===== src/dpfs_pkg.sv =====
// package: timing constants and state types for the dual port fault supervisor
package dpfs_pkg;
  localparam int unsigned CLK_HZ          = 10_000_000;
  localparam int unsigned CLK_PERIOD_NS   = 100;
  localparam int unsigned ONTIME_WIN_NS   = 10_000;
  localparam int unsigned LS_PULSE_NS     = 150;
  localparam int unsigned SOFTSTART_MS    = 8;
  localparam int unsigned CL_RESET_MS     = 16;
  localparam int unsigned DEBOUNCE_MS     = 2;
  localparam int unsigned THERM_DEB_MS    = 1;
  localparam int unsigned RETRY_MS        = 2000;
  localparam int unsigned TICK_US         = 1000;
  // fixed internal tick of 1 ms; all long intervals count ticks
  localparam int unsigned TICK_CYC        = CLK_HZ / 1_000_000 * TICK_US;
  localparam int unsigned ONTIME_WIN_CYC  = ONTIME_WIN_NS / CLK_PERIOD_NS;
  // least time: round up
  localparam int unsigned LS_PULSE_CYC    = (LS_PULSE_NS + CLK_PERIOD_NS - 1) / CLK_PERIOD_NS;
  localparam int unsigned SOFTSTART_TICKS = SOFTSTART_MS;
  localparam int unsigned CL_RESET_TICKS  = CL_RESET_MS;
  localparam int unsigned DEBOUNCE_TICKS  = DEBOUNCE_MS;
  localparam int unsigned THERM_TICKS     = THERM_DEB_MS;
  localparam int unsigned RETRY_TICKS     = RETRY_MS;
  localparam int unsigned TICK_W          = 12;

  typedef enum logic [2:0] {DPFS_SHUTDOWN, DPFS_WAIT_BIAS, DPFS_SOFTSTART, DPFS_RUN,
                            DPFS_CL_RESET, DPFS_THERMAL} dpfs_conv_e;
  typedef enum logic [1:0] {DPFS_P_ON, DPFS_P_DEBOUNCE, DPFS_P_FAULT, DPFS_P_RETRY} dpfs_port_e;
endpackage


===== src/dpfs_port_if.sv =====
// interface: per-port fault inputs and switch controls
interface dpfs_port_if;
  logic uv_trip;
  logic oc_trip;
  logic retry_above;
  logic global_hold;
  logic tick;
  logic switch_on;
  logic data_sw_on;
  logic det_reset;
  logic diag_src_on;
  modport port_ctl (input uv_trip, oc_trip, retry_above, global_hold, tick,
                    output switch_on, data_sw_on, det_reset, diag_src_on);
  modport top (output uv_trip, oc_trip, retry_above, global_hold, tick,
               input switch_on, data_sw_on, det_reset, diag_src_on);
endinterface


===== src/dpfs_port_ctl.sv =====
// per-port bus protection: short to ground, overcurrent and undervoltage retry
module dpfs_port_ctl
  import dpfs_pkg::*;
#(
  parameter int unsigned DEB_TICKS   = dpfs_pkg::DEBOUNCE_TICKS,
  parameter int unsigned RETRY_TICKS = dpfs_pkg::RETRY_TICKS
)(
  input  wire logic      i_clk_sys,
  input  wire logic      i_sys_rst,
  dpfs_port_if.port_ctl  p
);
  import dpfs_pkg::*;
  dpfs_port_e         st_reg;
  dpfs_port_e         st_next;
  logic [TICK_W-1:0]  cnt_reg;
  logic [TICK_W-1:0]  cnt_next;
  logic               short_reg;
  logic               short_next;

  wire debounced_fault = p.oc_trip;
  wire deb_done = p.tick && (cnt_reg == TICK_W'(DEB_TICKS - 1));
  wire ret_done = p.tick && (cnt_reg == TICK_W'(RETRY_TICKS - 1));

  always_comb
  begin
    st_next    = st_reg;
    cnt_next   = cnt_reg;
    short_next = short_reg;
    case (st_reg)
      DPFS_P_ON:
      begin
        cnt_next = '0;
        if (p.uv_trip)
        begin
          // short to ground acts at once, no debounce
          st_next    = DPFS_P_FAULT;
          short_next = 1'b1;
        end
        else if (debounced_fault)
          st_next = DPFS_P_DEBOUNCE;
      end
      DPFS_P_DEBOUNCE:
      begin
        if (p.uv_trip)
        begin
          st_next    = DPFS_P_FAULT;
          short_next = 1'b1;
          cnt_next   = '0;
        end
        else if (!debounced_fault)
        begin
          st_next  = DPFS_P_ON;
          cnt_next = '0;
        end
        else if (deb_done)
        begin
          st_next    = DPFS_P_FAULT;
          short_next = 1'b0;
          cnt_next   = '0;
        end
        else if (p.tick)
          cnt_next = cnt_reg + 1'b1;
      end
      DPFS_P_FAULT:
      begin
        cnt_next = '0;
        // short waits for the retry comparator; others go straight to retry
        if (!short_reg || p.retry_above)
          st_next = DPFS_P_RETRY;
      end
      default:
      begin
        if (short_reg && !p.retry_above)
        begin
          st_next  = DPFS_P_FAULT;
          cnt_next = '0;
        end
        else if (ret_done)
        begin
          cnt_next = '0;
          // a fault still present reapplies the actions with a fresh retry
          if (p.uv_trip || debounced_fault)
          begin
            st_next    = DPFS_P_FAULT;
            short_next = p.uv_trip;
          end
          else
          begin
            st_next    = DPFS_P_ON;
            short_next = 1'b0;
          end
        end
        else if (p.tick)
          cnt_next = cnt_reg + 1'b1;
      end
    endcase
  end

  always_ff @(posedge i_clk_sys or posedge i_sys_rst)
  begin
    if (i_sys_rst)
    begin
      st_reg    <= DPFS_P_ON;
      cnt_reg   <= '0;
      short_reg <= 1'b0;
    end
    else
    begin
      st_reg    <= st_next;
      cnt_reg   <= cnt_next;
      short_reg <= short_next;
    end
  end

  wire port_ok = (st_reg == DPFS_P_ON) || (st_reg == DPFS_P_DEBOUNCE);
  // undervoltage opens the switch in the same cycle
  assign p.switch_on   = port_ok && !p.uv_trip && !p.global_hold;
  assign p.data_sw_on  = port_ok && !p.uv_trip && !p.global_hold;
  assign p.det_reset   = !port_ok || p.uv_trip || p.global_hold;
  assign p.diag_src_on = short_reg && !port_ok;
endmodule


===== src/dpfs_top.sv =====
// top: converter sequencing, duty limit, gate drive and global fault handling
// Function
// - enable low shuts down regulator and gate drivers; high leaves shutdown.
// - converter starts only after bias lockout clears, then soft-starts.
// - continuous on-time for the window forces a short low-side pulse each window.
// - current limit turns high side off until valley; restart next cycle if output high.
// - current limit with low output resets converter 16 ms, then retries soft-start.
// - thermal trip shuts converter down until temperature drops 15 degrees.
// - bus overvoltage on either port drops gate drive and enables discharge.
// - after overvoltage, wait 2 s, raise gate, retest; repeat every 2 s.
// - port undervoltage opens that switch at once and connects diagnostic source.
// - short recovery starts 2 s timer once retry comparator is above threshold.
// - foldback reduces current; retry after 2 s once temperature drops.
// - bus protection is two identical independent per-port instances.
// - global faults disable port switches, data switches and gate at once and re-enable after 2 s; the converter keeps running.
// - port short disables that switch and its data switch at once, retries 2 s.
// - port overcurrent lasting 2 ms disables port, retries 2 s; undervoltage disables it at once.
// - soft-start ramps the output over about 8 ms.
// - thermal shutdown debounced 1 ms, disables ports and gate, then restarts.
module dpfs_top
  import dpfs_pkg::*;
#(
  parameter int unsigned TICK_CYCLES = dpfs_pkg::TICK_CYC,
  parameter int unsigned RETRY_T     = dpfs_pkg::RETRY_TICKS
)(
  // clock and reset
  input  wire logic i_clk_sys,
  input  wire logic i_sys_rst,
  // enable and converter comparators
  input  wire logic i_system_enable_pin,
  input  wire logic i_bias_lockout_level,
  input  wire logic i_hs_on,
  input  wire logic i_conv_ilim,
  input  wire logic i_conv_valley,
  input  wire logic i_out_above_2v5,
  input  wire logic i_thermal_trip,
  input  wire logic i_thermal_cool,
  input  wire logic i_foldback_trip,
  // bus and global fault comparators
  input  wire logic [1:0] i_bus_overvoltage_level,
  input  wire logic [1:0] i_bus_undervoltage_level,
  input  wire logic [1:0] i_port_overcurrent,
  input  wire logic [1:0] i_retry_above,
  input  wire logic i_data_line_ov,
  input  wire logic i_src_short_batt,
  input  wire logic i_switch_supply_rail_uv,
  // converter controls
  output logic o_ldo_en,
  output logic o_conv_reset,
  output logic o_softstart_run,
  output logic o_hs_allow,
  output logic o_ls_force,
  output logic o_foldback_ilim,
  // gate and port controls
  output logic o_external_gate_drive,
  output logic o_gate_discharge,
  output logic [1:0] o_port_switch_on,
  output logic [1:0] o_data_switch_on,
  output logic [1:0] o_det_reset,
  output logic [1:0] o_diag_src_on
);
  import dpfs_pkg::*;

  dpfs_conv_e         cst_reg;
  dpfs_conv_e         cst_next;
  logic [15:0]        tdiv_reg;
  logic               tick_reg;
  logic [TICK_W-1:0]  ccnt_reg;
  logic [TICK_W-1:0]  ccnt_next;
  logic [7:0]         ont_reg;
  logic [1:0]         lsp_reg;
  logic               hs_block_reg;
  logic               ov_hold_reg;
  logic [TICK_W-1:0]  ov_cnt_reg;
  logic               gl_hold_reg;
  logic [TICK_W-1:0]  gl_cnt_reg;
  logic               fb_reg;
  logic [TICK_W-1:0]  fb_cnt_reg;
  logic [TICK_W-1:0]  th_deb_reg;

  // fixed internal time base
  always_ff @(posedge i_clk_sys or posedge i_sys_rst)
  begin
    if (i_sys_rst)
    begin
      tdiv_reg <= '0;
      tick_reg <= 1'b0;
    end
    else
    begin
      tick_reg <= (tdiv_reg == 16'(TICK_CYCLES - 1));
      tdiv_reg <= (tdiv_reg == 16'(TICK_CYCLES - 1)) ? '0 : tdiv_reg + 1'b1;
    end
  end

  // converter sequencing
  wire thermal_deb  = i_thermal_trip && tick_reg && (th_deb_reg == TICK_W'(THERM_TICKS - 1));
  wire low_out_ilim = i_conv_ilim && !i_out_above_2v5;
  wire cc_tick_end  = tick_reg && (ccnt_reg == TICK_W'(SOFTSTART_TICKS - 1));
  wire cl_tick_end  = tick_reg && (ccnt_reg == TICK_W'(CL_RESET_TICKS - 1));
  wire conv_active  = (cst_reg == DPFS_SOFTSTART) || (cst_reg == DPFS_RUN);

  always_comb
  begin
    cst_next  = cst_reg;
    ccnt_next = tick_reg ? ccnt_reg + 1'b1 : ccnt_reg;
    case (cst_reg)
      DPFS_SHUTDOWN:
      begin
        ccnt_next = '0;
        if (i_system_enable_pin)
          cst_next = DPFS_WAIT_BIAS;
      end
      DPFS_WAIT_BIAS:
      begin
        ccnt_next = '0;
        if (i_bias_lockout_level)
          cst_next = DPFS_SOFTSTART;
      end
      DPFS_SOFTSTART:
        if (low_out_ilim)
        begin
          cst_next  = DPFS_CL_RESET;
          ccnt_next = '0;
        end
        else if (cc_tick_end)
        begin
          // output still low at soft-start end: reset and try again
          cst_next  = i_out_above_2v5 ? DPFS_RUN : DPFS_CL_RESET;
          ccnt_next = '0;
        end
      DPFS_RUN:
      begin
        ccnt_next = '0;
        if (low_out_ilim)
          cst_next = DPFS_CL_RESET;
      end
      DPFS_CL_RESET:
        if (cl_tick_end)
        begin
          cst_next  = DPFS_SOFTSTART;
          ccnt_next = '0;
        end
      default:
      begin
        ccnt_next = '0;
        if (i_thermal_cool)
          cst_next = DPFS_WAIT_BIAS;
      end
    endcase
    if (thermal_deb && cst_reg != DPFS_THERMAL)
    begin
      cst_next  = DPFS_THERMAL;
      ccnt_next = '0;
    end
    if (!i_system_enable_pin)
    begin
      cst_next  = DPFS_SHUTDOWN;
      ccnt_next = '0;
    end
  end

  always_ff @(posedge i_clk_sys or posedge i_sys_rst)
  begin
    if (i_sys_rst)
    begin
      cst_reg  <= DPFS_SHUTDOWN;
      ccnt_reg <= '0;
    end
    else
    begin
      cst_reg  <= cst_next;
      ccnt_reg <= ccnt_next;
    end
  end

  // thermal debounce restarts whenever the trip drops
  always_ff @(posedge i_clk_sys or posedge i_sys_rst)
  begin
    if (i_sys_rst)
      th_deb_reg <= '0;
    else if (!i_thermal_trip || thermal_deb)
      th_deb_reg <= '0;
    else if (tick_reg)
      th_deb_reg <= th_deb_reg + 1'b1;
  end

  // duty limit: continuous on-time for the window forces a low-side pulse
  wire ont_full = (ont_reg == 8'(ONTIME_WIN_CYC - 1));
  always_ff @(posedge i_clk_sys or posedge i_sys_rst)
  begin
    if (i_sys_rst)
    begin
      ont_reg <= '0;
      lsp_reg <= '0;
    end
    else
    begin
      ont_reg <= (!i_hs_on || ont_full) ? '0 : ont_reg + 1'b1;
      lsp_reg <= ont_full ? 2'(LS_PULSE_CYC) : (lsp_reg != '0 ? lsp_reg - 1'b1 : '0);
    end
  end

  // cycle-by-cycle current limit, held until valley is crossed
  always_ff @(posedge i_clk_sys or posedge i_sys_rst)
  begin
    if (i_sys_rst)
      hs_block_reg <= 1'b0;
    else if (i_conv_ilim)
      hs_block_reg <= 1'b1;
    else if (i_conv_valley)
      hs_block_reg <= 1'b0;
  end

  // bus overvoltage: shared gate, retry every 2 s
  wire ov_any  = |i_bus_overvoltage_level;
  wire ov_done = ov_hold_reg && tick_reg && (ov_cnt_reg == TICK_W'(RETRY_T - 1));
  always_ff @(posedge i_clk_sys or posedge i_sys_rst)
  begin
    if (i_sys_rst)
    begin
      ov_hold_reg <= 1'b0;
      ov_cnt_reg  <= '0;
    end
    else if (ov_any && !ov_hold_reg)
    begin
      ov_hold_reg <= 1'b1;
      ov_cnt_reg  <= '0;
    end
    else if (ov_hold_reg)
    begin
      // gate goes high on expiry; a persisting trip re-latches next cycle
      ov_hold_reg <= !ov_done;
      ov_cnt_reg  <= ov_done ? '0 : (tick_reg ? ov_cnt_reg + 1'b1 : ov_cnt_reg);
    end
  end

  // global faults, no debounce; thermal shutdown joins them
  wire gl_fault = i_data_line_ov || i_src_short_batt || i_switch_supply_rail_uv;
  wire gl_done  = tick_reg && (gl_cnt_reg == TICK_W'(RETRY_T - 1));
  always_ff @(posedge i_clk_sys or posedge i_sys_rst)
  begin
    if (i_sys_rst)
    begin
      gl_hold_reg <= 1'b0;
      gl_cnt_reg  <= '0;
    end
    else if (gl_fault)
    begin
      gl_hold_reg <= 1'b1;
      gl_cnt_reg  <= '0;
    end
    else if (gl_hold_reg)
    begin
      gl_hold_reg <= !gl_done;
      gl_cnt_reg  <= gl_done ? '0 : (tick_reg ? gl_cnt_reg + 1'b1 : gl_cnt_reg);
    end
  end

  // foldback: hold ports off while hot, retry 2 s after cooling
  wire fb_done = tick_reg && (fb_cnt_reg == TICK_W'(RETRY_T - 1));
  always_ff @(posedge i_clk_sys or posedge i_sys_rst)
  begin
    if (i_sys_rst)
    begin
      fb_reg     <= 1'b0;
      fb_cnt_reg <= '0;
    end
    else if (i_foldback_trip)
    begin
      fb_reg     <= 1'b1;
      fb_cnt_reg <= '0;
    end
    else if (fb_reg)
    begin
      fb_reg     <= !fb_done;
      fb_cnt_reg <= fb_done ? '0 : (tick_reg ? fb_cnt_reg + 1'b1 : fb_cnt_reg);
    end
  end

  wire all_hold = gl_fault || gl_hold_reg || fb_reg || cst_reg == DPFS_THERMAL
                  || !i_system_enable_pin;

  // two identical independent port instances
  dpfs_port_if pif [2] ();
  genvar g;
  for (g = 0; g < 2; g++)
  begin : g_port
    assign pif[g].uv_trip     = i_bus_undervoltage_level[g];
    assign pif[g].oc_trip     = i_port_overcurrent[g];
    assign pif[g].retry_above = i_retry_above[g];
    assign pif[g].global_hold = all_hold;
    assign pif[g].tick        = tick_reg;
    assign o_port_switch_on[g] = pif[g].switch_on;
    assign o_data_switch_on[g] = pif[g].data_sw_on;
    assign o_det_reset[g]      = pif[g].det_reset;
    assign o_diag_src_on[g]    = pif[g].diag_src_on;
    dpfs_port_ctl #(.RETRY_TICKS(RETRY_T)) u_port (
      .i_clk_sys (i_clk_sys),
      .i_sys_rst (i_sys_rst),
      .p         (pif[g])
    );
  end

  assign o_ldo_en         = i_system_enable_pin;
  assign o_conv_reset     = !conv_active;
  assign o_softstart_run  = (cst_reg == DPFS_SOFTSTART);
  assign o_hs_allow       = conv_active && !hs_block_reg && !i_conv_ilim;
  assign o_ls_force       = conv_active && (lsp_reg != '0);
  assign o_foldback_ilim  = fb_reg;
  // expiry lifts the gate for one cycle so a persisting trip is retested
  wire ov_block = (ov_any || ov_hold_reg) && !ov_done;
  assign o_external_gate_drive = i_system_enable_pin && !ov_block && !all_hold;
  assign o_gate_discharge = ov_block;
endmodule


===== config.mk =====
export PLATFORM = sky130hd
export DESIGN_NAME = dpfs_top
export DESIGN_NICKNAME = d
export VERILOG_FILES = /design/src/dpfs_pkg.sv /design/src/dpfs_port_if.sv /design/src/dpfs_port_ctl.sv /design/src/dpfs_top.sv
export SDC_FILE = /design/constraint.sdc
export NUM_CORES = 1
export LEC_CHECK = 0
export ABC_AREA = 1
export BUFFER_PORTS_ARGS = -buffer_cell sky130_fd_sc_hd__buf_4
export CORE_UTILIZATION = 35
export CTS_CLUSTER_DIAMETER = 30
export DETAILED_ROUTE_END_ITERATION = 16
export PLACE_DENSITY = 0.52
export REMOVE_ABC_BUFFERS = 1
export SYNTH_ARGS = -nofsm -noshare
export SYNTH_HDL_FRONTEND = slang
export SYNTH_SLANG_ARGS = --single-unit

===== constraint.sdc =====
create_clock -name i_clk_sys -period 5.84 [get_ports i_clk_sys]
set_input_delay 1.168 -clock i_clk_sys [delete_from_list [all_inputs] [get_ports i_clk_sys]]
set_output_delay 1.168 -clock i_clk_sys [all_outputs]
set_load 0.005 [all_outputs]

**Word-level counts from Yosys, hierarchy flattened**

Index checks and enable logic that the tools add are counted.

- ROM bits: 0
- RAM bits: 0
- Output and inout port bits: 16
- Register bits: 124
- Latch bits: 0
- Memories kept: 0

- Bitwise logic cells: 2
- Equal/unequal tests: 40
- Reduce and logical (&&, ||, !) cells: 98
- Multipliers: 0
- Add/sub/neg operators: 10
- $lt $le $gt $ge: 0
- Mux-type cells: 93
- Shifts and indexed selects: 0
- Divide/modulo/power cells: 0

Operators with widths:

| cell | count |
|---|---|
| $mux W12 | 32 |
| $add A12 B1 Y12 const B | 7 |
| $pmux W12 S2 | 3 |
| $eq A12 B11 Y1 const B | 5 |
| $mux W2 | 20 |
| $logic_and A1 B1 Y1 | 29 |
| $mux W3 | 9 |
| $eq A12 B1 Y1 const B | 2 |
| $mux W1 | 22 |
| $logic_not A1 Y1 | 21 |
| $ne A3 B3 Y1 const B | 7 |
| $logic_or A1 B1 Y1 | 20 |
| $add A16 B1 Y16 const B | 1 |
| $eq A16 B14 Y1 const B | 1 |
| $mux W16 | 1 |
| $pmux W3 S5 | 1 |
| $reduce_bool A3 Y1 | 5 |
| $eq A12 B3 Y1 const B | 1 |
| $eq A12 B4 Y1 const B | 1 |
| $logic_not A12 Y1 | 1 |
| $ne A4 B3 Y1 const B | 3 |
| $pmux W2 S3 | 2 |
| $reduce_and A6 Y1 | 2 |
| $reduce_bool A2 Y1 | 6 |
| 24 further kinds | 41 |

**Logic depth before layout (Yosys ltp)**

Gate-level depths: netlist (run 1).

- Depth in word-level cells: 8
- Mapped depth: 10
- Depth with buffers taken out: 10

**By module**

A second synthesis (run 1) with hierarchy kept.

- Cells, all modules: 961
- Area total of the unflattened synthesis: 7129.3 um2

Modules (own cells, without submodules):

| module | cells each | area each (um2) | instances |
|---|---|---|---|
| dpfs_top | 657 | 5097.4 | 1 |
| dpfs_port_ctl | 152 | 1016.0 | 2 |

**Least setup slack after synthesis (run 1)**

OpenSTA, ideal clock, no wires.

- Path type: input-to-output
- Start: input port i_src_short_batt
- End: output port o_det_reset[0]
- Data required time: 4672 ps
- Arrival time: 2188 ps
- Stages on the path: 8
- Slack: 2484 ps
- Path through: nor2_1 > nand2_1 > or2_2 > nor2_1 > nand3_1 > nor3_1 > inv_1 > buf_4

- Cells in the longest elaborated chain, start to end: 7

Ends and longest elaborated chain:

| what | line | text |
|---|---|---|
| start: declaration | dpfs_top.sv:45 | `input wire logic i_src_short_batt,` |
| $logic_or A1 B1 Y1 (2 in a row) | dpfs_top.sv:239 | `wire gl_fault = i_data_line_ov \|\| i_src_short_batt \|\| i_switch_supply_rail_uv;` |
| $logic_or A1 B1 Y1 (3 in a row) | dpfs_top.sv:281 | `wire all_hold = gl_fault \|\| gl_hold_reg \|\| fb_reg \|\| cst_reg == DPFS_THERMAL` |
| $logic_or A1 B1 Y1 | dpfs_top.sv:282 | `\|\| !i_system_enable_pin;` |
| $logic_or A1 B1 Y1 | dpfs_port_ctl.sv:119 | `assign p.det_reset = !port_ok \|\| p.uv_trip \|\| p.global_hold;` |
| end: declaration | dpfs_top.sv:59 | `output logic [1:0] o_det_reset,` |

No other way between the ends.

**Final worst setup path (run 1)**

- Start: input port i_src_short_batt
- End: output port o_det_reset[1]

The elaborated chain is that of the path after synthesis.

==> impl_metrics.json, run 1 <==
{
  "outcome": "finished clean",
  "grt_max_degree": 87,
  "synth_common_cells": "nand2_1 (200), inv_1 (138), nor2_1 (138)",
  "fin_nets": 1057,
  "crit_family": "simple AND/OR/NAND/NOR gates",
  "largest_reg_flops": 24,
  "num_vias": 6019,
  "p_leak_nw": 3.791,
  "htreeDepth": 4,
  "synth.distinct_cells": 44,
  "syn_avg_cell_area_um2": 7.534,
  "fillCellCount": 2120,
  "path_class": "input pin to primary output",
  "synth_area_leaders": "dfrtp_1 (42%), nand2_1 (10%), inv_1 (7.1%)",
  "ff2ff_path_depth": 10,
  "ys_seq_area_frac": 0.4224,
  "overflow": 0,
  "multi_input_area_um2": 3547,
  "fp.dieW_um": 146.9,
  "gp_congestion": 0.7908,
  "maxCapViolations": 0,
  "die_area_um2": 21570,
  "io_pins": 38,
  "grt_use_total": 0.1487,
  "drive_gt1_frac": 0.1062,
  "drtIter0Drc": 278,
  "slowest_delay_ps": 330,
  "routed_wl_um": 14880,
  "setup_violations": 0,
  "min_from": "lsp_reg[0]",
  "dr.pass1.iters": 4,
  "drt.antenna.violating_nets": 0,
  "tightestPinTransition_ps": 789.1,
  "critPathArrivalTime_ps": 2730,
  "netlist_area_um2": 7346,
  "slew_headroom": 0.4739,
  "peakVddDrop_uv": 141.6,
  "worstSkewPairLatency_ps": 410,
  "setup.worst_path.start": "i_src_short_batt",
  "grt_antenna_before_repair": 0,
  "postCtsHoldBufs": 0,
  "diodes": 0,
  "p_per_area_nw_per_um2": 276.5,
  "hold_end": "lsp_reg[0]",
  "yosys_warnings": 0,
  "synth_largest_area_cell": "dfrtp_1",
  "period_minus_slack_ps": 3894,
  "timing.final.ws_setup_ps": 1946,
  "vias_per_cell": 4.644,
  "path_clk_slew_ps": 50,
  "timing.final.crit_share": 0.6668,
  "reg2reg_from": "pif[0].tick",
  "ff2ff_setup_slack_ps": 3840,
  "cp-start-kind": "input pin",
  "drcViolationCount": 0,
  "required_ps": 4670,
  "final_cells": 1296,
  "timing.rr.end": "g_port[1].u_port.cnt_reg[11]",
  "regArea_um2": 3103,
  "grt_first_pass_wirelength_um": 26230,
  "area_growth_pct": 13.40,
  "crit_buf_inv": 3,
  "yosysMostFrequentCell": "nand2_1",
  "post_cts_buffers": 0,
  "wire_per_inst_um": 11.48,
  "holdCritPathClass": "flop to flop",
  "clock_sinks": 124,
  "endpoint_kind": "primary output",
  "rsz0062_at_grt": "false",
  "dp_slack_ps": 1877,
  "slowest_stage": "nor3_1",
  "timing.fmax_mhz": 256.8,
  "placedCellCount": 1266,
  "portBuffers": 37,
  "synth_top_cell_area_share": 0.4224,
  "coreArea_um2": 20430,
  "cts_made_buffers": 17,
  "crit_fanout": 3,
  "hold_viol": 0,
  "synth-seq-cells": 124,
  "min_delay_path_depth": 1,
  "place_hpwl_um": 10790,
  "power_w": 0.002304,
  "finish.utilization": 0.4078,
  "syn_inst": 975,
  "synth_edf_count": 0,
  "grt_pass1_vias": 5780,
  "synthFlopType": "dfrtp_1",
  "die_y_um": 146.9,
  "synthArstFlopShare": 1.000,
  "finalMaxSlewViolations": 0,
  "cts_buffer_depth": 2,
  "worstPathCellList": "buf_4 -> nor2_1 -> nand2_1 -> or2_2 -> nor2_1 -> nand3_1 -> nor3_1 -> inv_1 -> buf_4",
  "cts_resized": 0,
  "row_count": 52,
  "clock_skew_ps": 6.578,
  "cts_tree": "built",
  "fin_setup_tns_ps": 0,
  "start_util": 0.3596,
  "root_buffer": "clkbuf_16"
}
## routing by layer
metal / track usage / part of all wire / up-vias
li1: - / - / 3207
met1: 0.1917 / 0.50 / 2745
met2: 0.2455 / 0.46 / 56
met3: 0.03509 / 0.029 / 11
met4: 0.04688 / 0.012 / 0
met5: 0 / 0 / -
## how the worst max path moves through the flow
stage                      to  slack, ps  cells after the start
3_5_place_dp   o_det_reset[1]       1880                      9
3_3_place_gp   o_det_reset[1]       1890                      9
2_1_floorplan     ccnt_reg[0]       1370                      1
5_1_grt        o_det_reset[0]       1750                      9
4_1_cts        o_det_reset[1]       1870                      9
6_report       o_det_reset[1]       1950                      9
## final cells by class
type	count	area share
Timing Repair Buffer	39	0.03515
Clock buffer	21	0.05407
Clock inverter	9	0.006008
Multi-Input combinational cell	689	0.4258
Inverter	144	0.06594
Sequential cell	124	0.3725
Tap cell	270	0.04055
## report_power, final
group / switching [W] / internal, W
clock: 0.000366 / 0.000541
sequential: 0.0000362 / 0.000900
combinational: 0.000292 / 0.000169
## cells in the final DEF, fill, tap and decap left out, types with 5 or more instances in the layout
| master | count |
|---|---|
| a21oi_1 | 39 |
| buf_4 | 39 |
| clkbuf_16 | 17 |
| clkinv_2 | 8 |
| dfrtp_1 | 124 |
| ha_1 | 20 |
| inv_1 | 137 |
| nand2_1 | 200 |
| nand2_2 | 8 |
| nand3_1 | 72 |
| nand4_1 | 34 |
| nor2_1 | 138 |
| nor2_2 | 9 |
| nor3_1 | 39 |
| nor3_2 | 5 |
| o21ai_0 | 42 |
| or2_2 | 5 |
| xnor2_1 | 10 |
| xor2_1 | 31 |
## metrics by stage
step           hold WS [ps]  cell area, um2
4_1_cts               423.7            8330
6_report              421.3            8330
2_1_floorplan         400.6            7194
5_1_grt               432.4            8330
3_5_place_dp          416.7            7830
3_3_place_gp          414.0            7830
## kinds of logic after synthesis
group | count (synthesis) | share of synthesized area
and+or+nand+nor | 528 | 0.3272
muxes | 1 | 0.001363
adders and majority gates | 20 | 0.03407
xor gates and xnor gates | 41 | 0.04888
DFF | 124 | 0.4224
buffers and inverters | 162 | 0.09470
AOI/OAI and AO/OA | 99 | 0.07137
## worst register-to-register path: cells and delay by family (launching register included)
family | cells | cell delay [ps]
flip-flops | 1 | 320
AND/OR/NAND/NOR | 6 | 740
buffers and inverters | 4 | 830
No activity file was read; power rests on OpenSTA's default activity.
==> run 2: changes to the inputs <==
==> constraint.sdc (replaced) <==
create_clock -name i_clk_sys -period 3.8 [get_ports i_clk_sys]
set_input_delay 0.76 -clock i_clk_sys [delete_from_list [all_inputs] [get_ports i_clk_sys]]
set_output_delay 0.76 -clock i_clk_sys [all_outputs]
set_load 0.005 [all_outputs]
==> impl_metrics.json, run 2 (synthesized netlist as in run 1, its figures left out) <==
{
  "diodes": 0,
  "drtIter0Drc": 284,
  "ff2ff_setup_slack_ps": 1780,
  "grt_max_degree": 89,
  "holdCritPathClass": "flop to flop",
  "timing.final.crit_share": 0.8118,
  "p_leak_nw": 3.869,
  "drcViolationCount": 0,
  "vias_per_cell": 4.653,
  "timing.final.ws_setup_ps": 715.3,
  "grt_pass1_vias": 5854,
  "critPathCapture": "o_det_reset[0]",
  "wire_per_inst_um": 11.57,
  "root_buffer": "clkbuf_16",
  "clock_sinks": 124,
  "postCtsHoldBufs": 0,
  "layout_commonest_cell": "nand2_1",
  "dr.pass1.iters": 6,
  "p_per_area_nw_per_um2": 465.1,
  "crit_buf_inv": 3,
  "peakVddDrop_uv": 217.4,
  "cts_tree": "built",
  "portBuffers": 37,
  "finalMaxSlewViolations": 0,
  "final_cells": 1298,
  "die_area_um2": 21570,
  "place_hpwl_um": 10760,
  "outcome": "finished clean",
  "hold_viol": 0,
  "largest_reg_flops": 24,
  "grt_use_total": 0.1517,
  "grt_antenna_before_repair": 0,
  "routed_wl_um": 15020,
  "ff2ff_path_depth": 8,
  "slowest_stage": "nor3_1",
  "fp.dieW_um": 146.9,
  "gp_congestion": 0.7845,
  "fin_nets": 1057,
  "reg2reg_from": "pif[0].tick",
  "setup.worst_path.start": "i_src_short_batt",
  "mostFrequentLayoutCells": "nand2_1 (200), nor2_1 (138), inv_1 (137)",
  "cts_made_buffers": 17,
  "dp_slack_ps": 648.2,
  "die_y_um": 146.9,
  "drt.antenna.violating_nets": 0,
  "coreArea_um2": 20430,
  "cts_resized": 0,
  "tightestPinTransition_ps": 824.0,
  "setup_violations": 0,
  "num_vias": 6040,
  "placedCellCount": 1266,
  "drive_gt1_frac": 0.1089,
  "post_cts_buffers": 0,
  "critPathArrivalTime_ps": 2320,
  "htreeDepth": 4,
  "area_growth_pct": 15.74,
  "worstSkewPairLatency_ps": 410,
  "overflow": 0,
  "cp.depth": 9,
  "path_class": "input pin to primary output",
  "crit_family": "simple AND/OR/NAND/NOR gates",
  "maxCapViolations": 0,
  "grt_first_pass_wirelength_um": 26740,
  "period_minus_slack_ps": 3085,
  "slew_headroom": 0.4507,
  "clock_skew_ps": 9.704,
  "worstPathCellList": "buf_4 -> nor2_1 -> nand2_1 -> or2_2 -> nor2_1 -> nand3_1 -> nor3_1 -> inv_1 -> buf_4",
  "io_pins": 38,
  "power_w": 0.003954,
  "crit_fanout": 3,
  "fin_setup_tns_ps": 0,
  "required_ps": 3040,
  "slowest_delay_ps": 340,
  "rsz0062_at_grt": "false",
  "start_util": 0.3596,
  "cts_buffer_depth": 2,
  "timing.rr.end": "fb_cnt_reg[9]",
  "cp-start-kind": "input pin",
  "endpoint_kind": "primary output",
  "path_clk_slew_ps": 50,
  "row_count": 52,
  "timing.fmax_mhz": 324.2
}
[run 2: changes by cell type in the layout (fill, tap and decap cells not counted), sizes merged]
| cell | change |
|---|---|
| bufinv | +5 |
| clkbuf | +1 |
| clkinv | -4 |
| clkinvlp | -1 |
| inv | +1 |
[run 2: worst min-delay path by stage]
| stage | start | end | slack [ps] | cells past startpoint |
|---|---|---|---|---|
| after floorplan | lsp_reg[0] | lsp_reg[0] | 400 | 1 |
| after global placement | lsp_reg[0] | lsp_reg[0] | 420 | 1 |
| after detailed placement | lsp_reg[0] | lsp_reg[0] | 420 | 1 |
| after CTS | lsp_reg[0] | lsp_reg[0] | 430 | 1 |
| after global routing | lsp_reg[0] | lsp_reg[0] | 440 | 1 |
| final | lsp_reg[0] | lsp_reg[0] | 430 | 1 |
[run 2: cell type report]
type	instances	area [um2]
flip-flops and latches	124	3103
clock buffers	22	474.2
well taps	270	337.8
inverters	144	549.3
clock inverters	10	185.2
fillers	2115	11930
multi-input cells	689	3547
repair buffers	39	305.3
[run 2: report_power, final]
group,switching (W),internal [W],leakage [nW]
Sequential,0.0000541,0.00138,1.64
Combinational,0.000454,0.000261,1.91
Clock,0.000585,0.00122,0.321
Total,0.00109,0.00286,3.87
[run 2: per-stage QoR]
| stage | area (um2) | hold slack [ps] | utilization |
|---|---|---|---|
| after floorplan | 7194 | 400.6 | - |
| after global placement | 7843 | 418.4 | 0.3839 |
| after detailed placement | 7843 | 415.6 | 0.3839 |
| after CTS | 8502 | 427.6 | 0.4162 |
| after global routing | 8502 | 443.9 | 0.4162 |
| final | 8502 | 427.6 | 0.4162 |
[run 2: per-layer routing]
metal / global-route usage / wire length (um) / up-vias
li1: - / - / 3215
met2: 0.2512 / 6896 / 64
met1: 0.1970 / 7491 / 2749
met3: 0.03385 / 472 / 12
met5: 0 / 0 / -
met4: 0.04583 / 156 / 0
==> run 3: changes to the inputs <==
--- a/config.mk
+++ b/config.mk
@@ -10,7 +10,7 @@
 export CORE_UTILIZATION = 35
 export CTS_CLUSTER_DIAMETER = 30
 export DETAILED_ROUTE_END_ITERATION = 16
-export PLACE_DENSITY = 0.52
+export PLACE_DENSITY = 0.54
 export REMOVE_ABC_BUFFERS = 1
 export SYNTH_ARGS = -nofsm -noshare
 export SYNTH_HDL_FRONTEND = slang
==> constraint.sdc (replaced) <==
create_clock -name i_clk_sys -period 2.5 [get_ports i_clk_sys]
set_input_delay 0.5 -clock i_clk_sys [delete_from_list [all_inputs] [get_ports i_clk_sys]]
set_output_delay 0.5 -clock i_clk_sys [all_outputs]
set_load 0.005 [all_outputs]
==> impl_metrics.json, run 3 (synthesized netlist as in run 1, its figures left out) <==
{
  "timing.final.crit_share": 0.9414,
  "hold_viol": 0,
  "drive_gt1_frac": 0.1154,
  "place_hpwl_um": 11000,
  "grt_use_total": 0.1496,
  "critPathArrivalTime_ps": 1850,
  "fin_setup_tns_ps": 0,
  "layout_commonest_cell": "nand2_1",
  "wire_per_inst_um": 11.55,
  "root_buffer": "clkbuf_16",
  "io_pins": 38,
  "p_leak_nw": 3.900,
  "gp_congestion": 0.7834,
  "clock_skew_ps": 8.874,
  "diodes": 0,
  "timing.fmax_mhz": 424.9,
  "cts_made_buffers": 17,
  "worstSkewPairLatency_ps": 420,
  "hold_ws_ps": 90.69,
  "crit_family": "simple AND/OR/NAND/NOR gates",
  "routed_wl_um": 15030,
  "finish.utilization": 0.4200,
  "slowest_stage": "dfrtp_1",
  "period_minus_slack_ps": 2353,
  "grt_first_pass_wirelength_um": 26290,
  "grt_pass1_vias": 5754,
  "htreeDepth": 4,
  "coreArea_um2": 20430,
  "largest_reg_flops": 24,
  "slew_headroom": 0.6336,
  "mostFrequentLayoutCells": "nand2_1 (200), inv_1 (137), nor2_1 (137)",
  "holdCritPathClass": "input pin to asynchronous set/reset pin",
  "tightestPinTransition_ps": 548.0,
  "timing.final.ws_setup_ps": 146.6,
  "die_y_um": 146.9,
  "cts_buffer_depth": 2,
  "overflow": 0,
  "start_util": 0.3596,
  "finalMaxSlewViolations": 0,
  "dr.pass1.iters": 4,
  "portBuffers": 37,
  "fillCellCount": 2104,
  "row_count": 52,
  "fp.dieW_um": 146.9,
  "cp-start-kind": "flop",
  "peakVddDrop_uv": 413.4,
  "drtIter0Drc": 276,
  "endpoint_kind": "primary output",
  "vias_per_cell": 4.696,
  "slowest_delay_ps": 380,
  "grt_antenna_before_repair": 0,
  "outcome": "finished clean",
  "num_vias": 6109,
  "p_per_area_nw_per_um2": 714.3,
  "setup_violations": 0,
  "crit_fanout": 3,
  "drt.antenna.violating_nets": 0,
  "worstPathCellList": "or2_2 -> nor2_1 -> nand3_2 -> nor3_2 -> inv_1 -> buf_4",
  "dp_slack_ps": 33.31,
  "maxCapViolations": 0,
  "area_growth_pct": 16.79,
  "cts_tree": "built",
  "crit_buf_inv": 2,
  "clock_sinks": 124,
  "required_ps": 2000,
  "die_area_um2": 21570,
  "fin_nets": 1060,
  "path_clk_slew_ps": 60,
  "drcViolationCount": 0,
  "grt_max_degree": 44,
  "postCtsHoldBufs": 0,
  "path_class": "flop to primary output"
}
## run 3: final timing paths
check / from / endpoint / slack [ps] / depth (start not counted)
worst max register to register: g_port[0].u_port.st_reg[1] / g_port[0].u_port.cnt_reg[6] / 670 / 6
min in group i_clk_sys: i_conv_valley / hs_block_reg / 280 / 2
worst min register to register: lsp_reg[0] / lsp_reg[0] / 420 / 1
worst min-delay path: i_sys_rst / ccnt_reg[5] / 90 / 2
max in group asynchronous: i_sys_rst / tdiv_reg[12] / 1840 / 3
worst max-delay path: gl_hold_reg / o_det_reset[0] / 150 / 6
## run 3: cell type report
type	count	area (um2)	share of cell area
Clock inverter	10	210.2	0.02450
Multi-Input combinational cell	689	3565	0.4155
Tap cell	270	337.8	0.03938
Inverter	144	549.3	0.06402
Sequential cell	124	3103	0.3617
Timing Repair Buffer	42	340.3	0.03967
Clock buffer	22	474.2	0.05527
## run 3: what timing repair did
action,in CTS,in global routing
endpoints found under the setup margin,1,7
setup buffers,0,0
resized for setup,0,4
## run 3: stage by stage
stage | instances | instance area [um2] | total power (W)
finish | 1301 | 8579 | 0.006128
global placement | 1269 | 7878 | 0.003320
CTS | 1301 | 8562 | 0.006217
floorplan | 957 | 7194 | 0.003014
detailed placement | 1269 | 7878 | 0.003334
global route | 1301 | 8579 | 0.006486
## run 3: power by group
part	switching, W	internal (W)	leakage (nW)
Clock	0.000887	0.00195	0.331
Sequential	0.0000838	0.00210	1.64
Combinational	0.000704	0.000401	1.93
Total	0.00167	0.00445	3.90
## run 3: per-layer routing
layer  track usage  routed length [um]
met4       0.04688                 168
met5             0                   0
met1        0.1944                7370
met2        0.2424                7001
met3       0.03913                 492
## run 3: worst register-to-register path: cells and delay by family (launching register included)
kind | cells | cell delay, ps
adders and majority gates | 1 | 220
buffers and inverters | 2 | 160
and+or+nand+nor | 2 | 650
AOI/OAI and AO/OA | 1 | 300
DFF | 1 | 410
